[src/hw/estop_pkg.sv]
// Package of constants and types for the emergency-stop and overtravel supervisor
// Functional notes
// - Act on emergency-stop input when estop_ignore is 0; ignore it when 1.
// - limit_polarity 1: alarm when input opens; 0: alarm when input connects.
// - Check linear-axis overtravel inputs only when overtravel_check_en is 1.
// - Fourth and fifth axis limits count only when their enable is 1.
// - Limit mode 10 separate, 01 combined, 00 or 11 disables limits.
// - Combined mode: one input per axis, end chosen by motion direction.
// - During overtravel only jog or handwheel motion; clear on reset once inactive.
// - Emergency-stop input losing +24V raises the emergency alarm.
// - Emergency alarm drops drive_enable, stopping axis pulse output.
// - Reset key works (system reset, cursor return) only when reset_key_en is 1.
// - Reset in automatic mode resets the system and returns program pointer.
// - Separate mode: each axis has distinct minus and plus inputs, monitored apart.
`default_nettype none
package estop_pkg;
  // Axis count and indices (X, Y, Z, 4th, 5th)
  localparam int unsigned NUM_AXES = 5;
  localparam int unsigned AXIS4_IDX = 3;
  localparam int unsigned AXIS5_IDX = 4;
  // Limit mode field encodings
  localparam logic [1:0] LIM_MODE_SEPARATE = 2'h2;
  localparam logic [1:0] LIM_MODE_COMBINED = 2'h1;
  // Synchroniser depth for pin inputs
  localparam int unsigned SYNC_STAGES = 3;
  // Operating modes presented by the controller
  typedef enum logic [2:0] {
    MODE_AUTO = 3'b000,
    MODE_MDI = 3'b001,
    MODE_JOG = 3'b010,
    MODE_HANDWHEEL = 3'b011,
    MODE_OTHER = 3'b100
  } op_mode_t;
  // Alarm supervisor states
  typedef enum logic [1:0] {
    ST_NORMAL = 2'b00,
    ST_ALARM = 2'b01,
    ST_CLEAR = 2'b10
  } sup_state_t;
endpackage : estop_pkg
`default_nettype wire

[src/hw/estop_overtravel_supervisor.sv]
// Emergency-stop and overtravel supervisor for a five-axis motion controller
`default_nettype none
module estop_overtravel_supervisor (
  // Clock and reset
  input wire logic core_clk,
  input wire logic rstn,
  // Machine pins (1 = connected to +24V)
  input wire logic emergency_stop_in,
  input wire logic [estop_pkg::NUM_AXES-1:0] limit_minus_in,
  input wire logic [estop_pkg::NUM_AXES-1:0] limit_plus_in,
  input wire logic reset_key_in,
  // Configuration
  input wire logic estop_ignore,
  input wire logic limit_polarity,
  input wire logic overtravel_check_en,
  input wire logic axis4_limit_en,
  input wire logic axis5_limit_en,
  input wire logic [1:0] limit_mode_sel,
  input wire logic reset_key_en,
  // Controller state (same clock)
  input wire estop_pkg::op_mode_t op_mode,
  input wire logic [estop_pkg::NUM_AXES-1:0] axis_dir_minus,
  input wire logic [estop_pkg::NUM_AXES-1:0] motion_req,
  // Outputs
  output logic drive_enable,
  output logic emergency_alarm,
  output logic [estop_pkg::NUM_AXES-1:0] overtravel_plus_alarm,
  output logic [estop_pkg::NUM_AXES-1:0] overtravel_minus_alarm,
  output logic [estop_pkg::NUM_AXES-1:0] motion_allow,
  output logic system_reset_pulse,
  output logic cursor_return_pulse
);
  import estop_pkg::*;
  // Every pin passes a three-stage filter. Stop and limit causes latch their
  // alarms, and only a fresh, enabled reset-key press with every cause gone
  // clears them. A stop alarm drops the drive enable and all motion; an
  // overtravel alarm leaves motion only in jog and handwheel mode.
  // Limitation: the clear is global, so one live cause keeps every alarm set.

  ////////////////////////////////////////////////////////////////////////
  // Pin synchronisers
  logic estop_s, reset_key_s;
  logic [NUM_AXES-1:0] lim_minus_s, lim_plus_s;

  pin_sync u_sync_estop (
    .core_clk(core_clk),
    .rstn(rstn),
    .pin_in(emergency_stop_in),
    .level_out(estop_s)
  );

  pin_sync u_sync_reset (
    .core_clk(core_clk),
    .rstn(rstn),
    .pin_in(reset_key_in),
    .level_out(reset_key_s)
  );

  // One synchroniser per limit pin, both ends
  genvar g;
  generate
    for (g = 0; g < NUM_AXES; g++) begin : g_lim
      pin_sync u_sync_minus (
        .core_clk(core_clk),
        .rstn(rstn),
        .pin_in(limit_minus_in[g]),
        .level_out(lim_minus_s[g])
      );
      pin_sync u_sync_plus (
        .core_clk(core_clk),
        .rstn(rstn),
        .pin_in(limit_plus_in[g]),
        .level_out(lim_plus_s[g])
      );
    end
  endgenerate

  ////////////////////////////////////////////////////////////////////////
  // Synchroniser fill guard
  logic [2:0] fill_q, fill_d;
  logic pins_valid;

  // The synchronisers leave reset reading 0, which looks like an open contact.
  // Pin causes are held off until the filter has seen the real level, so a
  // reset cannot latch a false stop or limit alarm; the price is a few blind
  // cycles right after reset.
  always_comb begin
    pins_valid = (fill_q == 3'(SYNC_STAGES + 1));
    fill_d = pins_valid ? fill_q : fill_q + 3'h1;
  end

  // Counter parks at its end value until the next reset
  always_ff @(posedge core_clk or negedge rstn) begin
    if (!rstn) begin
      fill_q <= 3'h0;
    end else begin
      fill_q <= fill_d;
    end
  end

  ////////////////////////////////////////////////////////////////////////
  // Limit decoding
  logic [NUM_AXES-1:0] axis_en;
  logic [NUM_AXES-1:0] act_minus, act_plus;
  logic [NUM_AXES-1:0] hit_minus, hit_plus;
  logic mode_sep, mode_comb;
  logic estop_hit, reset_press;

  // Per-axis enables, polarity and mode decode
  always_comb begin
    mode_sep = (limit_mode_sel == LIM_MODE_SEPARATE);
    mode_comb = (limit_mode_sel == LIM_MODE_COMBINED);
    axis_en = '0;
    axis_en[2:0] = {3{overtravel_check_en}};
    axis_en[AXIS4_IDX] = axis4_limit_en;
    axis_en[AXIS5_IDX] = axis5_limit_en;
    // Polarity 1 trips on an open contact, 0 on a closed one
    act_minus = limit_polarity ? ~lim_minus_s : lim_minus_s;
    act_plus = limit_polarity ? ~lim_plus_s : lim_plus_s;
    // Open contact on the stop loop trips the alarm unless masked
    estop_hit = ~estop_s & ~estop_ignore & pins_valid;
  end

  // Per-axis end decode, one copy of the same logic for every axis
  for (g = 0; g < NUM_AXES; g++) begin : g_hit
    logic live, minus_end, plus_end;
    always_comb begin
      live = pins_valid & axis_en[g];
      minus_end = 1'b0;
      plus_end = 1'b0;
      if (live && mode_sep) begin
        minus_end = act_minus[g];
        plus_end = act_plus[g];
      end else if (live && mode_comb) begin
        // Single switch sits on the plus pin; end follows travel direction
        minus_end = act_plus[g] & axis_dir_minus[g];
        plus_end = act_plus[g] & ~axis_dir_minus[g];
      end
    end
    assign hit_minus[g] = minus_end;
    assign hit_plus[g] = plus_end;
  end

  ////////////////////////////////////////////////////////////////////////
  // Reset key edge detection
  logic key_prev_q, key_prev_d;

  // Only a fresh press counts; a held key cannot re-clear new alarms
  always_comb begin
    key_prev_d = reset_key_s;
    reset_press = reset_key_s & ~key_prev_q & reset_key_en;
  end

  always_ff @(posedge core_clk or negedge rstn) begin
    if (!rstn) begin
      key_prev_q <= 1'b0;
    end else begin
      key_prev_q <= key_prev_d;
    end
  end

  ////////////////////////////////////////////////////////////////////////
  // Alarm latches and supervisor state
  sup_state_t state_q, state_d;
  logic estop_alm_q, estop_alm_d;
  logic [NUM_AXES-1:0] ot_plus_q, ot_plus_d, ot_minus_q, ot_minus_d;
  logic sys_rst_q, sys_rst_d, cur_ret_q, cur_ret_d;
  logic clear_ok;
  logic alarm_pending;

  // Set wins over clear; a clear needs every cause gone first
  always_comb begin
    clear_ok = reset_press && !estop_hit && ((hit_plus | hit_minus) == '0);
    estop_alm_d = estop_alm_q;
    ot_plus_d = ot_plus_q;
    ot_minus_d = ot_minus_q;
    if (clear_ok) begin
      estop_alm_d = 1'b0;
      ot_plus_d = '0;
      ot_minus_d = '0;
    end
    if (estop_hit) begin
      estop_alm_d = 1'b1;
    end
    ot_plus_d = ot_plus_d | hit_plus;
    ot_minus_d = ot_minus_d | hit_minus;
    alarm_pending = estop_alm_d || ((ot_plus_d | ot_minus_d) != '0);
    // Reset-key functions, gated by the enable
    sys_rst_d = reset_press;
    cur_ret_d = reset_press && (op_mode == MODE_AUTO);
  end

  // Supervisor state: notes whether a clear is still owed
  always_comb begin
    case (state_q)
      ST_NORMAL: begin
        state_d = alarm_pending ? ST_ALARM : ST_NORMAL;
      end
      ST_ALARM: begin
        state_d = clear_ok ? ST_CLEAR : ST_ALARM;
      end
      ST_CLEAR: begin
        state_d = alarm_pending ? ST_ALARM : ST_NORMAL;
      end
      default: begin
        state_d = ST_ALARM;
      end
    endcase
  end

  // State register
  always_ff @(posedge core_clk or negedge rstn) begin
    if (!rstn) begin
      state_q <= ST_NORMAL;
    end else begin
      state_q <= state_d;
    end
  end

  // Latches and pulses; reset leaves every alarm clear
  always_ff @(posedge core_clk or negedge rstn) begin
    if (!rstn) begin
      estop_alm_q <= 1'b0;
      ot_plus_q <= '0;
      ot_minus_q <= '0;
      sys_rst_q <= 1'b0;
      cur_ret_q <= 1'b0;
    end else begin
      estop_alm_q <= estop_alm_d;
      ot_plus_q <= ot_plus_d;
      ot_minus_q <= ot_minus_d;
      sys_rst_q <= sys_rst_d;
      cur_ret_q <= cur_ret_d;
    end
  end

  ////////////////////////////////////////////////////////////////////////
  // Motion permission and drive enable
  logic manual_mode;
  logic any_ot;
  logic drv_en_q, drv_en_d;
  logic [NUM_AXES-1:0] allow_q, allow_d;

  // Overtravel leaves only jog and handwheel moves; estop stops everything
  always_comb begin
    manual_mode = (op_mode == MODE_JOG) || (op_mode == MODE_HANDWHEEL);
    // Next-value view, so the gate closes on the same edge as the alarm
    any_ot = (ot_plus_d | ot_minus_d) != '0;
    drv_en_d = ~estop_alm_d;
  end

  // Per-axis motion gate; no direction check, the operator backs off by hand
  for (g = 0; g < NUM_AXES; g++) begin : g_allow
    assign allow_d[g] = motion_req[g] & ~estop_alm_d & (~any_ot | manual_mode);
  end

  always_ff @(posedge core_clk or negedge rstn) begin
    if (!rstn) begin
      drv_en_q <= 1'b0;
      allow_q <= '0;
    end else begin
      drv_en_q <= drv_en_d;
      allow_q <= allow_d;
    end
  end

  // Outputs all from flip-flops
  assign drive_enable = drv_en_q;
  assign emergency_alarm = estop_alm_q;
  assign overtravel_plus_alarm = ot_plus_q;
  assign overtravel_minus_alarm = ot_minus_q;
  assign motion_allow = allow_q;
  assign system_reset_pulse = sys_rst_q;
  assign cursor_return_pulse = cur_ret_q;
endmodule : estop_overtravel_supervisor
`default_nettype wire

[src/hw/pin_sync.sv]
// Three-stage synchroniser with agreement filter for asynchronous pins
`default_nettype none
module pin_sync (
  // Clock and reset
  input wire logic core_clk,
  input wire logic rstn,
  // Pin and synchronised level
  input wire logic pin_in,
  output logic level_out
);
  logic s1_q, s2_q, s3_q, lvl_q;
  logic s1_d, s2_d, s3_d, lvl_d;

  // Next values: level follows once stages two and three agree
  always_comb begin
    s1_d = pin_in;
    s2_d = s1_q;
    s3_d = s2_q;
    lvl_d = (s2_q == s3_q) ? s3_q : lvl_q;
  end

  // Registers; reset to 0 (open contact)
  always_ff @(posedge core_clk or negedge rstn) begin
    if (!rstn) begin
      s1_q <= 1'b0;
      s2_q <= 1'b0;
      s3_q <= 1'b0;
      lvl_q <= 1'b0;
    end else begin
      s1_q <= s1_d;
      s2_q <= s2_d;
      s3_q <= s3_d;
      lvl_q <= lvl_d;
    end
  end

  assign level_out = lvl_q;
endmodule : pin_sync
`default_nettype wire

[config.mk]
export PLATFORM = sky130hd
export DESIGN_NAME = estop_overtravel_supervisor
export DESIGN_NICKNAME = d
export VERILOG_FILES = /design/src/hw/estop_pkg.sv /design/src/hw/estop_overtravel_supervisor.sv /design/src/hw/pin_sync.sv
export SDC_FILE = /design/constraint.sdc
export NUM_CORES = 1
export LEC_CHECK = 0
export BUFFER_PORTS_ARGS = -buffer_cell sky130_fd_sc_hd__buf_2
export CAP_MARGIN = 10
export CORE_UTILIZATION = 42
export DETAILED_ROUTE_END_ITERATION = 10
export PLACE_DENSITY = 0.65
export SYNTH_ARGS = -nofsm -noshare
export SYNTH_HDL_FRONTEND = slang
export SYNTH_SLANG_ARGS = --single-unit
export TNS_END_PERCENT = 20
[constraint.sdc]
create_clock -name core_clk -period 2.3 [get_ports core_clk]
set_input_delay 0.23 -clock core_clk [delete_from_list [all_inputs] [get_ports core_clk]]
set_output_delay 0.23 -clock core_clk [all_outputs]
set_load 0.01 [all_outputs]
==> flow_summary.json, run 1 <==
{
  "port_buffers": 53,
  "cellPowerDensity_mw_per_mm2": 836,
  "period_share": 0.883,
  "route.detailed.drc": 0,
  "cp_max_fo": 11,
  "cts_resized": 0,
  "seq_area_mm2": 0.00178,
  "hp-class": "in -> reg",
  "die_w_um": 83.5,
  "worst_setup_path_start_kind": "flop",
  "core_mm2": 0.00639,
  "finalMaxSlewViolations": 0,
  "hold_violations": 0,
  "detail_route.wl_per_cell_um": 14.5,
  "area_growth_syn_to_layout_pct": 24.0,
  "maxCapViolCount": 0,
  "io_pins": 54,
  "worstPathArrival_ns": 2.27,
  "die_y_um": 83.5,
  "crit_type": "reg -> reg",
  "post_cts_buffers": 0,
  "start_util": 0.437,
  "grt_max_degree": 28,
  "grt_pass1_wl_um": 9320,
  "synthesis.nets": 258,
  "gp_congestion": 0.825,
  "cts_root_buf": "clkbuf_8",
  "critPathRequiredTime_ns": 2.54,
  "layout-drive-gt1-share": 0.305,
  "fin_nets": 330,
  "grt_overflow": 0,
  "via_per_inst": 5.26,
  "status": "finished clean",
  "antenna_found_initial": 0,
  "max_freq_ghz": 0.493,
  "antenna_left": 0,
  "cts_tree": "yes",
  "multiInputGateArea_um2": 933,
  "ir_worst_vdd_v": 0.000533,
  "nFillCells": 563,
  "syn_area_per_cell_um2": 12.6,
  "numCtsBuffers": 9,
  "final_util": 0.542,
  "die_area_mm2": 0.00697,
  "synth_cell_types": 44,
  "routed_wl_um": 5430,
  "end_kind": "flop",
  "htreeDepth": 3,
  "clkTransAtPathRegs_ns": 0.07,
  "setup_viol": 0,
  "drt_iter0_drc": 77,
  "finClkSkew_ns": 0.00536,
  "cts_sinks": 71,
  "diodes": 0,
  "rsz0062_at_grt": "false",
  "slew-limit-headroom": 0.650,
  "syn_inst": 221,
  "grt_pass1_vias": 2063,
  "yosysWarnings": 0,
  "tns_ns": 0,
  "ys_seq_area_frac": 0.637,
  "num_rows": 29,
  "synth_seq_cells": 71,
  "insertion_delay_ns": 0.34,
  "track_usage": 0.173,
  "period_needed_ns": 2.03,
  "num_vias": 1974,
  "dpl.hpwl_um": 3870,
  "p_leak_uw": 0.00152,
  "tightest_slew_ns": 0.523,
  "cts_buffer_depth": 2,
  "firstDrtPassIters": 4,
  "cts_hold_buffers": 13,
  "holdWs_ns": 0.0362,
  "synth.cell_area_mm2": 0.00279
}
## power by group
group | switching (uW) | internal [uW]
sequential | 101 | 1370
clock | 438 | 562
combinational | 236 | 189
total | 774 | 2120
## cell usage after synthesis, drive strengths merged
| library cell | instances | area, um^2 |
|---|---|---|
| o32ai | 3 | 33.8 |
| nand3b | 1 | 7.51 |
| o221a | 2 | 22.5 |
| a211o | 2 | 17.5 |
| clkbuf | 3 | 11.3 |
| o211ai | 1 | 7.51 |
| a31o | 1 | 8.76 |
| maj3 | 12 | 120 |
| nor3 | 9 | 45.0 |
| and3 | 5 | 41.3 |
| a31oi | 2 | 12.5 |
| nor2b | 1 | 6.26 |
| nor2 | 14 | 55.1 |
| a21o | 1 | 7.51 |
| a211oi | 3 | 32.5 |
| a32oi | 5 | 43.8 |
| a221o | 1 | 10.0 |
| o21ai | 13 | 65.1 |
| and2b | 2 | 17.5 |
| o221ai | 1 | 8.76 |
| nor4b | 1 | 8.76 |
| a21oi | 17 | 123 |
| nand3 | 13 | 70.1 |
| inv | 7 | 26.3 |
| xor2 | 1 | 8.76 |
| nand2b | 3 | 18.8 |
| buf | 5 | 42.5 |
| o22ai | 2 | 12.5 |
| nor4 | 4 | 25.0 |
| dfrtp | 71 | 1780 |
| ha | 2 | 25.0 |
| o22a | 1 | 8.76 |
| xnor2 | 5 | 43.8 |
| nand2 | 7 | 26.3 |
## worst max-delay path: stages (launching register included)
cell and delay, ns:
dfrtp_1 0.38, inv_1 0.09, ha_1 0.27, nand3_2 0.19, nor4_1 0.32, a211oi_1 0.09, and3_4 0.17, and3_4 0.24
a21o_1 0.19
## path summary, 6_finish.rpt
| path | from | end | slack (ns) | depth (start not counted) |
|---|---|---|---|---|
| worst min-delay path | op_mode[0] | cursor_return_pulse | 0.04 | 2 |
| worst max register to register | fill_q[0] | drive_enable | 0.27 | 8 |
| min in group asynchronous | rstn | motion_allow[3] | 0.34 | 2 |
| worst max-delay path | fill_q[0] | drive_enable | 0.27 | 8 |
| worst min register to register | g_lim[0].u_sync_plus.s1_q | g_lim[0].u_sync_plus.s2_q | 0.35 | 0 |
| max in group asynchronous | rstn | g_lim[1].u_sync_plus.s2_q | 1.28 | 3 |
## through the flow
step | total power [uW] | worst slack [ns] | cell area, um^2 | std cells
2_1_floorplan | 1710 | 0.448 | 2790 | 221
3_3_place_gp | 1890 | 0.337 | 3120 | 346
3_5_place_dp | 1900 | 0.275 | 3120 | 346
4_1_cts | 2930 | 0.263 | 3460 | 375
5_1_grt | 3040 | 0.123 | 3460 | 375
6_report | 2890 | 0.270 | 3460 | 375
## kinds of logic after synthesis
| family | synth area share |
|---|---|
| compound gates | 0.148 |
| fa+ha+maj | 0.0520 |
| simple gates | 0.115 |
| buf+inv | 0.0287 |
| xor+xnor | 0.0188 |
| flops | 0.637 |
## metal layers
layer,vias to the layer above,track usage,wire length (um)
li1,948,-,-
met1,938,0.210,2480
met2,73,0.270,2420
met3,15,0.0593,364
met4,0,0.0986,165
met5,-,0,0
## layout by cell type, fill, tap and decap left out, types with 3 or more instances in the layout
master         instances
dfrtp_1               71
buf_2                 53
nor2_1                13
o21ai_0               13
dlygate4sd3_1         13
nand3_1               12
maj3_1                12
clkbuf_8              11
a21oi_2               10
nor3_1                 9
nand2_1                7
inv_1                  7
a21oi_1                7
xnor2_1                5
a32oi_1                5
nor4_1                 4
nand2b_1               3
and3_1                 3
buf_4                  3
## area by class of cell
cell class / instances / share of cell area
sequential: 71 / 0.514
tap: 77 / 0.0278
multi-input combinational: 135 / 0.270
inverter: 7 / 0.00759
timing repair buffer: 69 / 0.121
clock inverter: 4 / 0.0156
clock buffer: 12 / 0.0448
Power figures use the tool's default switching activity.
==> run 2, diff against run 1 <==
- CORE_MARGIN: not set -> 4
- SLEW_MARGIN: not set -> 20
==> flow_summary.json, run 2 (synthesis gave the netlist of run 1 again) <==
{
  "setup_viol": 0,
  "detail_route.wl_per_cell_um": 14.7,
  "crit_top_cell": "and3_4",
  "max_freq_ghz": 0.478,
  "crit_type": "reg -> reg",
  "finClkSkew_ns": 0.00773,
  "critPathRequiredTime_ns": 2.53,
  "drt_iter0_drc": 137,
  "grt_pass1_wl_um": 9490,
  "die_area_mm2": 0.00801,
  "port_buffers": 53,
  "gp_congestion": 0.864,
  "post_cts_buffers": 0,
  "grt_max_degree": 72,
  "p_leak_uw": 0.00150,
  "period_needed_ns": 2.09,
  "cts_tree": "yes",
  "pre_cts_ws_ns": 0.234,
  "path_cells": "inv_1 > ha_1 > nand3_2 > nor4_1 > a211oi_1 > and3_4 > and3_4 > a21o_1",
  "insertion_delay_ns": 0.34,
  "cts_buffer_depth": 2,
  "slowest_stage": "dfrtp_1",
  "diodes": 0,
  "numCtsBuffers": 9,
  "critPathTopFamily": "simple AND/OR/NAND/NOR gates",
  "tns_ns": 0,
  "cp_max_fo": 11,
  "die_y_um": 89.5,
  "grt_pass1_vias": 1954,
  "final_util": 0.536,
  "path_buf_inv": 1,
  "cts_resized": 0,
  "layout_setup_ws_ns": 0.206,
  "die_w_um": 89.5,
  "htreeDepth": 3,
  "clkTransAtPathRegs_ns": 0.07,
  "routed_wl_um": 5500,
  "track_usage": 0.159,
  "status": "finished clean",
  "antenna_found_initial": 0,
  "layout_commonest_cell": "dfrtp_1",
  "maxCapViolCount": 0,
  "rsz0062_at_grt": "false",
  "cts_sinks": 71,
  "ir_worst_vdd_v": 0.000601,
  "dpl.hpwl_um": 3860,
  "route.detailed.drc": 0,
  "worst_setup_path_start_kind": "flop",
  "cts_root_buf": "clkbuf_8",
  "area_growth_syn_to_layout_pct": 22.6,
  "core_mm2": 0.00639,
  "fin_nets": 329,
  "hold_violations": 0,
  "antenna_left": 0,
  "num_rows": 29,
  "worstPathArrival_ns": 2.33,
  "num_vias": 1986,
  "period_share": 0.910,
  "mostFrequentLayoutCells": "71 x dfrtp_1, 53 x buf_2, 13 x nor2_1, 13 x o21ai_0, 13 x dlygate4sd3_1",
  "hp-class": "in -> reg",
  "finalMaxSlewViolations": 0,
  "slew-limit-headroom": 0.662,
  "firstDrtPassIters": 4,
  "grt_overflow": 0,
  "cts_hold_buffers": 13,
  "start_util": 0.437,
  "cellPowerDensity_mw_per_mm2": 799,
  "tightest_slew_ns": 0.505,
  "layout-drive-gt1-share": 0.300,
  "end_kind": "flop",
  "cpPeakStageDelay_ns": 0.39,
  "io_pins": 54,
  "via_per_inst": 5.31
}
## run 2: changes by cell type in the layout (fill, tap and decap cells not counted)
cell,change
buf_12,+1
clkbuf_8,-2
bufinv_16,-1
buf_4,-2
clkbuf_1,+1
clkinv_4,-1
clkinv_2,+2
inv_6,+1
## run 2: worst paths after layout
path	startpoint	end	slack [ns]	cells after the start
worst max-delay path	fill_q[0]	drive_enable	0.21	8
worst min-delay path	op_mode[0]	cursor_return_pulse	0.04	2
worst max register to register	fill_q[0]	drive_enable	0.21	8
worst min register to register	g_lim[4].u_sync_minus.s1_q	g_lim[4].u_sync_minus.s2_q	0.35	0
max in group asynchronous	rstn	g_lim[2].u_sync_plus.s1_q	1.57	3
min in group asynchronous	rstn	overtravel_plus_alarm[4]	0.43	3
## run 2: layout make-up
| type | count | area (um^2) |
|---|---|---|
| Clock buffer | 11 | 131 |
| Clock inverter | 5 | 33.8 |
| Fill cell | 560 | 2970 |
| Inverter | 7 | 26.3 |
| Multi-Input combinational cell | 135 | 933 |
| Sequential cell | 71 | 1780 |
| Tap cell | 77 | 96.3 |
| Timing Repair Buffer | 68 | 423 |
## run 2: worst register-to-register path, stage by stage, from the launching register on
cell	delay, ns
dfrtp_1	0.39
inv_1	0.10
ha_1	0.27
nand3_2	0.20
nor4_1	0.34
a211oi_1	0.09
and3_4	0.17
and3_4	0.24
a21o_1	0.20
## run 2: metrics by stage
step | instance area [um^2] | power (uW) | hold WS, ns | cells
after floorplan | 2790 | 1710 | -0.0656 | 221
after CTS | 3420 | 2770 | 0.0263 | 374
after global placement | 3130 | 1890 | 0.283 | 345
after detailed placement | 3130 | 1900 | 0.282 | 345
final | 3420 | 2730 | 0.0405 | 374
after global routing | 3420 | 2910 | 0.0181 | 374
## run 2: metal layers
| layer | vias to the layer above | track usage | part of all wire |
|---|---|---|---|
| met5 | - | 0 | 0 |
| met4 | 0 | 0.0419 | 0.011 |
| met3 | 7 | 0.0737 | 0.10 |
| met2 | 78 | 0.235 | 0.45 |
| met1 | 961 | 0.212 | 0.44 |
| li1 | 940 | - | - |
## run 2: where the power goes
group          internal [uW]  total, uW  switching (uW)
Combinational            191        426             235
Sequential              1370       1460            98.5
Clock                    392        844             453
==> run 3, diff against run 2 <==
- PLACE_DENSITY: 0.65 -> not set
- RECOVER_POWER: not set -> 25
==> flow_summary.json, run 3 (synthesis gave the netlist of run 1 again) <==
{
  "tns_ns": 0,
  "antenna_left": 0,
  "max_freq_ghz": 0.484,
  "grt_max_degree": 40,
  "route.detailed.drc": 0,
  "gp_congestion": 0.846,
  "cp_max_fo": 11,
  "via_per_inst": 5.32,
  "crit_top_cell": "and3_4",
  "layout_commonest_cell": "dfrtp_1",
  "io_pins": 54,
  "grt_pass1_wl_um": 9090,
  "area_growth_syn_to_layout_pct": 25.0,
  "period_needed_ns": 2.07,
  "critPathTopFamily": "simple AND/OR/NAND/NOR gates",
  "grt_overflow": 0,
  "die_w_um": 89.5,
  "routed_wl_um": 5710,
  "die_area_mm2": 0.00801,
  "final_util": 0.546,
  "status": "finished clean",
  "die_y_um": 89.5,
  "numCtsBuffers": 9,
  "ir_worst_vdd_v": 0.000473,
  "cpPeakStageDelay_ns": 0.38,
  "post_cts_buffers": 0,
  "firstDrtPassIters": 4,
  "placed_area_mm2": 0.00312,
  "maxCapViolCount": 0,
  "cts_buffer_depth": 2,
  "finalMaxSlewViolations": 0,
  "slowest_stage": "dfrtp_1",
  "htreeDepth": 3,
  "dpl.hpwl_um": 4030,
  "cts_root_buf": "clkbuf_8",
  "core_mm2": 0.00639,
  "worst_setup_path_start_kind": "flop",
  "fin_nets": 330,
  "layout-drive-gt1-share": 0.305,
  "start_util": 0.437,
  "antenna_found_initial": 0,
  "grt_pass1_vias": 1852,
  "mostFrequentLayoutCells": "71 x dfrtp_1, 52 x buf_2, 13 x nor2_1, 13 x o21ai_0, 13 x dlygate4sd3_1",
  "cts_tree": "yes",
  "nFillCells": 545,
  "worstPathArrival_ns": 2.31,
  "cts_sinks": 71,
  "diodes": 0,
  "hp-class": "in -> reg",
  "track_usage": 0.156,
  "period_share": 0.898,
  "end_kind": "flop",
  "rsz0062_at_grt": "false",
  "final_area_mm2": 0.00349,
  "critPathRequiredTime_ns": 2.54,
  "r2r_slack_ns": 0.23,
  "path_cells": "inv_1 > ha_1 > nand3_2 > nor4_1 > a211oi_1 > and3_4 > and3_4 > a21o_1",
  "p_leak_uw": 0.00154,
  "num_rows": 29,
  "slew-limit-headroom": 0.471,
  "path_buf_inv": 1,
  "drt_iter0_drc": 96,
  "tightest_slew_ns": 0.793,
  "num_vias": 1995,
  "hold_violations": 0,
  "port_buffers": 53,
  "holdWs_ns": 0.0301,
  "cellPowerDensity_mw_per_mm2": 874,
  "insertion_delay_ns": 0.34,
  "setup_viol": 0,
  "finClkSkew_ns": 0.00283,
  "detail_route.wl_per_cell_um": 15.2,
  "clkTransAtPathRegs_ns": 0.07,
  "crit_type": "reg -> reg"
}
[run 3: cell types whose count changed in the layout (fill, tap and decap cells not counted)]
cell,previous run,this run
clkbuf_2,0,1
buf_12,1,0
buf_2,53,52
bufinv_16,0,2
buf_4,1,2
clkbuf_1,2,1
clkinv_4,0,1
inv_6,1,0
clkinv_2,2,0
clkbuf_8,9,12
clkinvlp_4,2,1
[run 3: area by class of cell]
type                            count  area [um^2]  share of cell area
Tap cell                           77         96.3              0.0276
Clock buffer                       12          165              0.0473
Sequential cell                    71         1780               0.509
Multi-Input combinational cell    135          933               0.268
Clock inverter                      4         76.3              0.0219
Timing Repair Buffer               69          414               0.119
Inverter                            7         26.3             0.00753
[run 3: timing repair]
item | 4_1_cts | 5_1_grt
hold endpoints to repair | 83 | 0
endpoints found under the setup margin | 0 | 0
gates resized for setup | 0 | 0
hold buffers | 13 | 0
[run 3: power by group]
| group | internal, uW | switching, uW |
|---|---|---|
| combinational | 188 | 238 |
| sequential | 1370 | 100 |
| clock | 701 | 455 |
[run 3: stage by stage]
| stage | setup WS, ns | std cells | total power [uW] |
|---|---|---|---|
| finish | 0.234 | 375 | 3050 |
| global route | 0.0659 | 375 | 3210 |
| CTS | 0.232 | 375 | 3090 |
| detailed placement | 0.252 | 346 | 1900 |
| global placement | 0.308 | 346 | 1900 |
| floorplan | 0.448 | 221 | 1710 |
[run 3: worst paths after layout]
kind / endpoint / depth (start not counted) / start
hold reg to reg: g_lim[4].u_sync_minus.s2_q / 0 / g_lim[4].u_sync_minus.s1_q
hold / removal: cursor_return_pulse / 2 / op_mode[0]
max in group asynchronous: g_lim[1].u_sync_minus.level_out / 3 / rstn
setup reg to reg: drive_enable / 8 / fill_q[0]
setup / recovery: drive_enable / 8 / fill_q[0]
min in group asynchronous: fill_q[2] / 3 / rstn
[run 3: routing by layer]
layer	track usage	wire length (um)	share of wire
met2	0.219	2510	0.44
met1	0.212	2560	0.45
met4	0.0920	125	0.022
met5	0	0	0
met3	0.0461	516	0.090
[run 3: worst register-to-register path: stages, from the launching register on]
cell      delay, ns
dfrtp_1        0.38
inv_1          0.09
ha_1           0.26
nand3_2        0.19
nor4_1         0.35
a211oi_1       0.09
and3_4         0.16
and3_4         0.24
a21o_1         0.19
